### config.mk
export PLATFORM = sky130hd
export DESIGN_NAME = aesdrq_top
export DESIGN_NICKNAME = d
export VERILOG_FILES = /design/src/verilog/aesdrq_pkg.sv /design/src/verilog/aesdrq_gate.sv /design/src/verilog/aesdrq_top.sv
export VERILOG_INCLUDE_DIRS = /design/src /design/src/verilog
export SDC_FILE = /design/constraint.sdc
export NUM_CORES = 1
export LEC_CHECK = 0
export BUFFER_PORTS_ARGS = -buffer_cell sky130_fd_sc_hd__buf_2
export CAP_MARGIN = 20
export CELL_PAD_IN_SITES_DETAIL_PLACEMENT = 1
export CELL_PAD_IN_SITES_GLOBAL_PLACEMENT = 2
export CORE_MARGIN = 5
export CORE_UTILIZATION = 25
export CTS_CLUSTER_DIAMETER = 200
export DETAILED_ROUTE_END_ITERATION = 10
export GPL_TIMING_DRIVEN = 0
export MAX_ROUTING_LAYER = met4
export PLACE_DENSITY_LB_ADDON = 0.1
export SLEW_MARGIN = 20
export SYNTH_ARGS = -nofsm -noshare
export SYNTH_HDL_FRONTEND = slang
export SYNTH_SLANG_ARGS = --single-unit
### constraint.sdc
create_clock -name ref_clk -period 3 [get_ports ref_clk]
set_clock_uncertainty 0.05 [all_clocks]
set_input_delay 0.45 -clock ref_clk [delete_from_list [all_inputs] [get_ports ref_clk]]
set_output_delay 0.45 -clock ref_clk [all_outputs]
set_load 0.01 [all_outputs]
### src/verilog/aesdrq_map.svh
// Register offsets, field positions and reset values of the DMA request block
`ifndef AESDRQ_MAP_SVH
`define AESDRQ_MAP_SVH

// Byte offsets on the register bus
`define AESDRQ_CFG_OFS 8'h84
`define AESDRQ_IRQST_OFS 8'h8C
`define AESDRQ_IRQEN_OFS 8'h90

// Configuration register fields
`define AESDRQ_CFG_DIN_BIT 5
`define AESDRQ_CFG_DOUT_BIT 6
`define AESDRQ_CFG_CIN_BIT 7
`define AESDRQ_CFG_COUT_BIT 8
`define AESDRQ_CFG_MAP_BIT 9
`define AESDRQ_CFG_MASK 32'h0000_03E0

// Request and interrupt source positions (enable register layout)
`define AESDRQ_SRC_CIN 0
`define AESDRQ_SRC_DIN 1
`define AESDRQ_SRC_DOUT 2
`define AESDRQ_SRC_COUT 3
`define AESDRQ_SRC_MASK 32'h0000_000F

// Reset values
`define AESDRQ_CFG_RST 32'h0000_0000
`define AESDRQ_IRQEN_RST 4'h0
`define AESDRQ_RDATA_RST 32'h0000_0000

`endif

### src/verilog/aesdrq_pkg.sv
// Types shared by the DMA request block
package aesdrq_pkg;

    // Bus answer states, one-hot
    typedef enum logic [1:0] {
        AESDRQ_ST_IDLE = 2'b01,
        AESDRQ_ST_ACK = 2'b10
    } aesdrq_state_t;

    // Whole state of the top module
    typedef struct packed {
        aesdrq_state_t state;
        logic waitrequest;
        logic [31:0] readdata;
        logic din_en;
        logic dout_en;
        logic cin_en;
        logic cout_en;
        logic map_cout;
        logic [3:0] irq_en;
    } aesdrq_regs_t;

endpackage

### src/verilog/aesdrq_gate.sv
// Registered enable gate for a group of request lines
module aesdrq_gate #(
    parameter int W = 4
) (
    // Clock and reset
    input wire logic ref_clk,
    input wire logic resetn,
    // Sources and their enables
    input wire logic [W-1:0] src,
    input wire logic [W-1:0] en,
    // Gated lines and their combined level
    output logic [W-1:0] q_ff,
    output logic any_ff
);

    typedef struct packed {
        logic [W-1:0] q;
        logic any;
    } aesdrq_gate_t;

    aesdrq_gate_t cur_ff;
    aesdrq_gate_t nxt_cur;

    // Pass a source only while its enable is set
    always_comb begin
        nxt_cur.q = src & en;
        nxt_cur.any = |(src & en);
    end

    // State register
    always_ff @(posedge ref_clk or negedge resetn) begin
        if (!resetn) begin
            cur_ff <= '0;
        end else begin
            cur_ff <= nxt_cur;
        end
    end

    assign q_ff = cur_ff.q;
    assign any_ff = cur_ff.any;

endmodule

### src/verilog/aesdrq_top.sv
// DMA request configuration register bank of the crypto accelerator
//
// Overview of operation
// - The data-input DMA request is passed on only while config bit 5 is set.
// - The data-output DMA request is passed on only while config bit 6 is set.
// - The context-input DMA request is passed on only while config bit 7 is set.
// - The context-output DMA request is passed on only while config bit 8 is set.
// - With config bit 9 set, context-output request and interrupt use the data-output enables.
// - Reset clears all five control bits, so every request is off and nothing is folded.
// - An interrupt source reaches the interrupt output only while its enable bit is set.
//
// Added by the designer: the Avalon-MM interface to the registers.
`include "aesdrq_map.svh"

module aesdrq_top (
    // Clock and reset
    input wire logic ref_clk,
    input wire logic resetn,
    // Avalon-MM register slave
    input wire logic [7:0] address,
    input wire logic read,
    input wire logic write,
    input wire logic [31:0] writedata,
    input wire logic [3:0] byteenable,
    output logic [31:0] readdata,
    output logic waitrequest,
    // Raw requests from the accelerator core
    input wire logic [3:0] dma_src,
    input wire logic [3:0] irq_src,
    // Requests to the DMA controller
    output logic dma_req_ctx_in_ff,
    output logic dma_req_data_in_ff,
    output logic dma_req_data_out_ff,
    output logic dma_req_ctx_out_ff,
    // Interrupt line
    output logic irq_ff
);

    ////////////////////////////////////////////////////////////////////////////
    // State
    aesdrq_pkg::aesdrq_regs_t cur_ff;
    aesdrq_pkg::aesdrq_regs_t nxt_cur;
    logic [31:0] cfg_word;
    logic [3:0] dma_en;
    logic [3:0] irq_en_eff;
    logic [3:0] dma_q;

    // Configuration register as read back, reserved bits zero
    always_comb begin
        cfg_word = `AESDRQ_CFG_RST;
        cfg_word[`AESDRQ_CFG_DIN_BIT] = cur_ff.din_en;
        cfg_word[`AESDRQ_CFG_DOUT_BIT] = cur_ff.dout_en;
        cfg_word[`AESDRQ_CFG_CIN_BIT] = cur_ff.cin_en;
        cfg_word[`AESDRQ_CFG_COUT_BIT] = cur_ff.cout_en;
        cfg_word[`AESDRQ_CFG_MAP_BIT] = cur_ff.map_cout;
    end

    ////////////////////////////////////////////////////////////////////////////
    // Effective enables
    always_comb begin
        dma_en[`AESDRQ_SRC_DIN] = cur_ff.din_en;
        dma_en[`AESDRQ_SRC_DOUT] = cur_ff.dout_en;
        dma_en[`AESDRQ_SRC_CIN] = cur_ff.cin_en;
        dma_en[`AESDRQ_SRC_COUT] = cur_ff.map_cout ? cur_ff.dout_en : cur_ff.cout_en;
        irq_en_eff = cur_ff.irq_en;
        if (cur_ff.map_cout) begin
            irq_en_eff[`AESDRQ_SRC_COUT] = cur_ff.irq_en[`AESDRQ_SRC_DOUT];
        end
    end

    ////////////////////////////////////////////////////////////////////////////
    // Bus slave and register writes
    always_comb begin
        nxt_cur = cur_ff;
        case (cur_ff.state)
            aesdrq_pkg::AESDRQ_ST_IDLE: begin
                if (read || write) begin
                    nxt_cur.state = aesdrq_pkg::AESDRQ_ST_ACK;
                    nxt_cur.waitrequest = 1'b0;
                    nxt_cur.readdata = `AESDRQ_RDATA_RST;
                    if (read) begin
                        if (address == `AESDRQ_CFG_OFS) begin
                            nxt_cur.readdata = cfg_word;
                        end else if (address == `AESDRQ_IRQST_OFS) begin
                            nxt_cur.readdata = {28'h0000000, irq_src};
                        end else if (address == `AESDRQ_IRQEN_OFS) begin
                            nxt_cur.readdata = {28'h0000000, cur_ff.irq_en};
                        end
                    end
                end
            end
            aesdrq_pkg::AESDRQ_ST_ACK: begin
                // Write lands at the edge where waitrequest is seen low
                nxt_cur.state = aesdrq_pkg::AESDRQ_ST_IDLE;
                nxt_cur.waitrequest = 1'b1;
                if (write) begin
                    if (address == `AESDRQ_CFG_OFS) begin
                        if (byteenable[0]) begin
                            nxt_cur.din_en = writedata[`AESDRQ_CFG_DIN_BIT];
                            nxt_cur.dout_en = writedata[`AESDRQ_CFG_DOUT_BIT];
                            nxt_cur.cin_en = writedata[`AESDRQ_CFG_CIN_BIT];
                        end
                        if (byteenable[1]) begin
                            nxt_cur.cout_en = writedata[`AESDRQ_CFG_COUT_BIT];
                            nxt_cur.map_cout = writedata[`AESDRQ_CFG_MAP_BIT];
                        end
                    end else if (address == `AESDRQ_IRQEN_OFS) begin
                        if (byteenable[0]) begin
                            nxt_cur.irq_en = writedata[3:0];
                        end
                    end
                end
            end
            default: begin
                nxt_cur.state = aesdrq_pkg::AESDRQ_ST_IDLE;
                nxt_cur.waitrequest = 1'b1;
            end
        endcase
    end

    // State register, all controls cleared at reset
    always_ff @(posedge ref_clk or negedge resetn) begin
        if (!resetn) begin
            cur_ff.state <= aesdrq_pkg::AESDRQ_ST_IDLE;
            cur_ff.waitrequest <= 1'b1;
            cur_ff.readdata <= `AESDRQ_RDATA_RST;
            cur_ff.din_en <= 1'b0;
            cur_ff.dout_en <= 1'b0;
            cur_ff.cin_en <= 1'b0;
            cur_ff.cout_en <= 1'b0;
            cur_ff.map_cout <= 1'b0;
            cur_ff.irq_en <= `AESDRQ_IRQEN_RST;
        end else begin
            cur_ff <= nxt_cur;
        end
    end

    assign readdata = cur_ff.readdata;
    assign waitrequest = cur_ff.waitrequest;

    ////////////////////////////////////////////////////////////////////////////
    // Gating of DMA requests and interrupts
    aesdrq_gate #(
        .W(4)
    ) u_dma_gate (
        .ref_clk(ref_clk),
        .resetn(resetn),
        .src(dma_src),
        .en(dma_en),
        .q_ff(dma_q),
        .any_ff()
    );

    aesdrq_gate #(
        .W(4)
    ) u_irq_gate (
        .ref_clk(ref_clk),
        .resetn(resetn),
        .src(irq_src),
        .en(irq_en_eff),
        .q_ff(),
        .any_ff(irq_ff)
    );

    assign dma_req_ctx_in_ff = dma_q[`AESDRQ_SRC_CIN];
    assign dma_req_data_in_ff = dma_q[`AESDRQ_SRC_DIN];
    assign dma_req_data_out_ff = dma_q[`AESDRQ_SRC_DOUT];
    assign dma_req_ctx_out_ff = dma_q[`AESDRQ_SRC_COUT];
endmodule
Yosys cells after proc, flatten, opt, wreduce, memory -nomap -nowiden
Cells that the tools add are included.
Word-level totals
  bits in registers: 49
  bits of input ports: 56
  output and inout bits: 38
  logic and storage cells: 34
Operators by class
  equal/unequal tests: 6
  muxes and demuxes: 8
  bitwise gates (word level): 3
  reductions and logical operators: 6
Operators by type and width (number)
  32-bit two-way mux: 3
  35-bit two-way mux: 1
  8-bit == test (second input constant): 3
  4-bit bitwise AND: 2
  4-bit AND reduction: 2
  5-bit AND reduction: 1
  4-bit two-way mux: 1
  4-bit OR reduction: 1
  3-bit two-way mux: 1
  2-bit by 1-bit == test with 1-bit output (second input constant): 1
  2-bit == test (second input constant): 1
  1-bit two-way mux: 2
  2-bit inequality test (second input constant): 1
  2-bit AND reduction: 1
  1-bit logical OR: 1
  1-bit inverter: 1

Longest topological paths before layout
  depth in word-level cells: 7
  depth in mapped cells: 4
  mapped depth without buffers: 3

Cells and area by module
Synthesis repeated with hierarchy kept, for this count alone.
Unflattened totals
  cell total of the unflattened synthesis: 125
  area total of the unflattened synthesis: 1471.4 sq um
By module, submodules not included
  aesdrq_top: times used 1, cells each 105, area an instance 1151.1 sq um
  aesdrq_gate: times used 2, cells each 10, area an instance 160.2 sq um

Worst setup path before layout
OpenSTA, ideal clock, no wires.
  path type: reg2reg
  start: register cur_ff[42] in the netlist's numbering
  end: register, netlist name readdata[5]
  library setup time: 0.121 ns
  data arrival time: 1.317 ns
  setup slack: 1.512 ns
  cell stages (with the launch flop): 5
  period minus slack after synthesis: 1.488 ns
  cells stage by stage: dfstp_2 -> nand2b_1 -> or2_2 -> clkbuf_1 -> a22o_1
On the way
  longest elaborated chain between the ends: 2
RTL lines
  start: declaration: RTL line aesdrq_top.sv:41  | aesdrq_pkg::aesdrq_regs_t cur_ff;
  start signal: assignment: RTL line aesdrq_top.sv:134  | cur_ff <= nxt_cur;
  2-bit by 1-bit == test with 1-bit output: RTL line aesdrq_top.sv:75  | case (cur_ff.state)
  2-bit AND reduction (no line)
No other way between the ends.
A chain may end at the register's enable or synchronous reset.

Final worst setup path
  start: register cur_ff[42] in the netlist's numbering
  end: register, netlist name readdata[9]
On the way
  longest elaborated chain between the ends: 2
RTL lines (RTL line)
  2-bit by 1-bit == test with 1-bit output: aesdrq_top.sv:75
  2-bit AND reduction (no line)
No other way between the ends.

==> impl_summary.md <==
Cells and area
After the flow finishes, the layout carries non-filler instances totaling 260. The library cell used most frequently in the layout, excluding fill and tap cells, is buf_2. Of the cells placed in the final design, the portion with a size suffix greater than 1 is 0.521. The number of antenna diodes in the final layout is 0. In the layout the commonest cells are buf_2, buf_4, dfrtp_1, conb_1.

The layout overhead on the synthesized area is 32.4%. The net total in the final layout is 245.

Logic synthesis
Yosys printed 0 warnings. Counting every instance in the synthesized netlist gives 117. The post-synthesis average cell area is 11.7 µm². The fraction of synthesis flops using an asynchronous set or reset pin is 1.00.

In the post-synthesis netlist, the biggest area contributors are dfrtp_1, buf_4, mux2_2. The post-synthesis instance area is 1370 µm². The unique cell type count in the Yosys netlist is 31. The cell type with the highest aggregate area in the netlist is dfrtp_1.

The share of the Yosys chip area taken by registers is 0.458. The synthesized design contains 0 enable-type register cells. In this run, synthesis produced a sequential element count of 25. For this run, the leading register cell type out of synthesis is dfrtp_1. The share of synthesized area in the top cell type comes to 0.438.

GRT
The via count of the first global-routing pass came to 1211. The met1 global-route usage is 0.124. The leftover overflow at the end of global routing is 0. The maximum number of pins on one net before global-route repair is 26. met2 is the most crowded layer. The first global-routing pass estimated 5780 µm of wire.

The global-route usage over all layers is 0.104. For this run, global-route usage on met3 was measured as 0.0326. The initial antenna violation count is 0. For met2 alone, demand over resource in global routing was 0.174.

CTS
The clock transition at the registers of the reported paths is 0.08 ns. Buffers inserted to repair hold after CTS numbered 0. Post-CTS timing repair inserted 0 buffers for setup.

The CTS tree is built. The clock sink count is 25. The root buffer selected by CTS is clkbuf_8.

The number of clock buffers inserted by TritonCTS is 3. Post-CTS repair changed the size of 0 cells. The depth of the CTS H-tree is 1.

Clock latency on the worst-skew pair, taken at its later pin, is 0.26 ns. The clock passes through at most 2 buffers.

Pwr
The overall power is 720 µW. The analysis attributes to cell leakage a power of 1.00 nW. IR analysis of the VDD net gives a maximum drop of 0.000214 V. The power density over cell area is 397 nW/µm².

Floorplanning
Measured along the x axis, the die boundary spans 84.0 µm. Measured along the y axis, the die boundary spans 84.0 µm. The core outline area is 5410 µm². 94 I/O pins were placed. The number of placement rows is 27. The area of the die is 7060 µm².

The initial utilization of the core area, before any placement, comes to 0.253.

Setup path
The worst setup slack for register-to-register paths is 1.37 ns. For the worst setup path, the data required time is 3.11 ns. The endpoint kind of the worst setup timing path is a register. The origin of the worst setup path is cur_ff[42]. The launching element type of the critical path is a register. In this run the worst path has a maximum fanout of 7. The critical path endpoint is readdata[9]. In this run the critical register-to-register path is captured at readdata[9]. The arrival time at the worst endpoint is 1.73 ns. The length in cells of the worst reg-to-reg path is 4.

The critical path is of the register to register type. The worst flop-to-flop path startpoint is cur_ff[42].

Detailed routing
The post-detailed-routing wire length is 3370 µm. The number of design-rule violations left by the first detailed-router iteration is 17. The total DRC errors in the routed layout is 0. For this run, the detailed router's first-pass iteration total came to 3. The detail route stage leaves a number of antenna-violating nets equal to 0. The detailed router placed 1042 vias in this run. In the final routed layout, each cell accounts on average for 13.0 µm. Dividing the detail-routed via count by the number of cells gives 4.01.

STA
Static timing analysis puts the maximum clock frequency at 615 MHz. The clock period could shrink to 1.63 ns. Setup total negative slack on the finished layout was measured at 0 ns. Setup repair after global routing left no endpoint under its margin. The max-slew headroom at the worst pin is 0.630. Of the available clock period, the critical path in the final layout requires 0.542. The final count of hold timing violations is 0. The final max-slew violation count is 0. The total setup violations reported at the end of the flow is 0. For the pin with the worst max-slew slack, the measured transition is 0.555 ns.

Placed design
The count of buffers inserted at the top-level ports is 45. The weighted congestion reported at the end of routability-driven placement is 0.703. Detailed placement ended at an HPWL of 2880 µm. Including well taps, the total number of placed cells is 256.

Worst hold path
The worst min-delay path category is primary input to asynchronous set/reset pin.

Flow run
The tool flagged a number of max-cap violations equal to 0.

Outcome
The run finished with clean final reports.
-- worst max-delay path: stages, from the launching register on --
cell      delay [ns]
dfstp_2         0.57
nand2b_1        0.14
or2_2           0.32
clkbuf_1        0.19
a22o_1          0.26
-- cells by family after synthesis --
group / Yosys count / synth area share
flip-flops: 25 / 0.458
other: 1 / 0.00274
AND/OR/NAND/NOR: 32 / 0.205
AO/OA/AOI/OAI: 13 / 0.0676
buffers and inverters: 36 / 0.186
multiplexers: 10 / 0.0813
-- layout make-up --
cell class / instances / area, µm²
Fill cell: 646 / 3590
Sequential cell: 25 / 627
Multi-Input combinational cell: 78 / 571
Buffer: 34 / 248
Timing Repair Buffer: 45 / 225
Tap cell: 72 / 90.1
Clock buffer: 3 / 41.3
Inverter: 2 / 7.51
Clock inverter: 1 / 5.00
-- synthesized netlist by cell type (2+ instances only) --
library cell	instances
mux2_2	7
and4b_1	2
and2_1	3
clkbuf_1	2
mux2_1	2
o21ai_0	4
nand4_1	7
nand3_2	2
inv_1	2
dfrtp_1	24
nand3_1	5
nor4b_4	3
a22o_1	5
buf_4	32
-- per-stage QoR --
step / utilization / area, µm² / setup WS [ns] / hold WS, ns
after global routing: 0.336 / 1810 / 1.25 / 0.175
after floorplan: - / 1450 / 1.51 / 0.104
after detailed placement: 0.327 / 1770 / 1.19 / 0.439
final: 0.336 / 1810 / 1.37 / 0.113
after CTS: 0.336 / 1810 / 1.34 / 0.135
after global placement: 0.327 / 1770 / 1.20 / 0.427
-- flip-flops by register name, summed over array words and instances (netlist names) --
register           count
u_dma_gate.q_ff        4
u_irq_gate.any_ff      1
cfg_word               5
cur_ff                 6
readdata               9
-- worst min-delay path by stage --
stage / cells after the start / slack [ns] / startpoint / end
2_1_floorplan: 0 / 0.10 / resetn / cfg_word[5]
3_3_place_gp: 1 / 0.43 / resetn / readdata[0]
3_5_place_dp: 1 / 0.44 / resetn / readdata[1]
4_1_cts: 1 / 0.13 / resetn / readdata[1]
5_1_grt: 1 / 0.18 / resetn / readdata[1]
6_report: 1 / 0.11 / resetn / readdata[1]
-- metal layers --
layer | routed length [µm] | share of wire | up-vias
li1 | - | - | 504
met1 | 1400 | 0.42 | 500
met2 | 1780 | 0.53 | 36
met3 | 170 | 0.050 | 2
met4 | 18 | 0.0053 | 0
met5 | 0 | 0 | -
-- report_power, final --
part           switching (mW)  internal (mW)  total, mW
Clock                   0.103         0.0927      0.196
Combinational          0.0924         0.0651      0.158
Sequential             0.0123          0.355      0.367
Note: power is estimated with default switching activity, not from simulation.
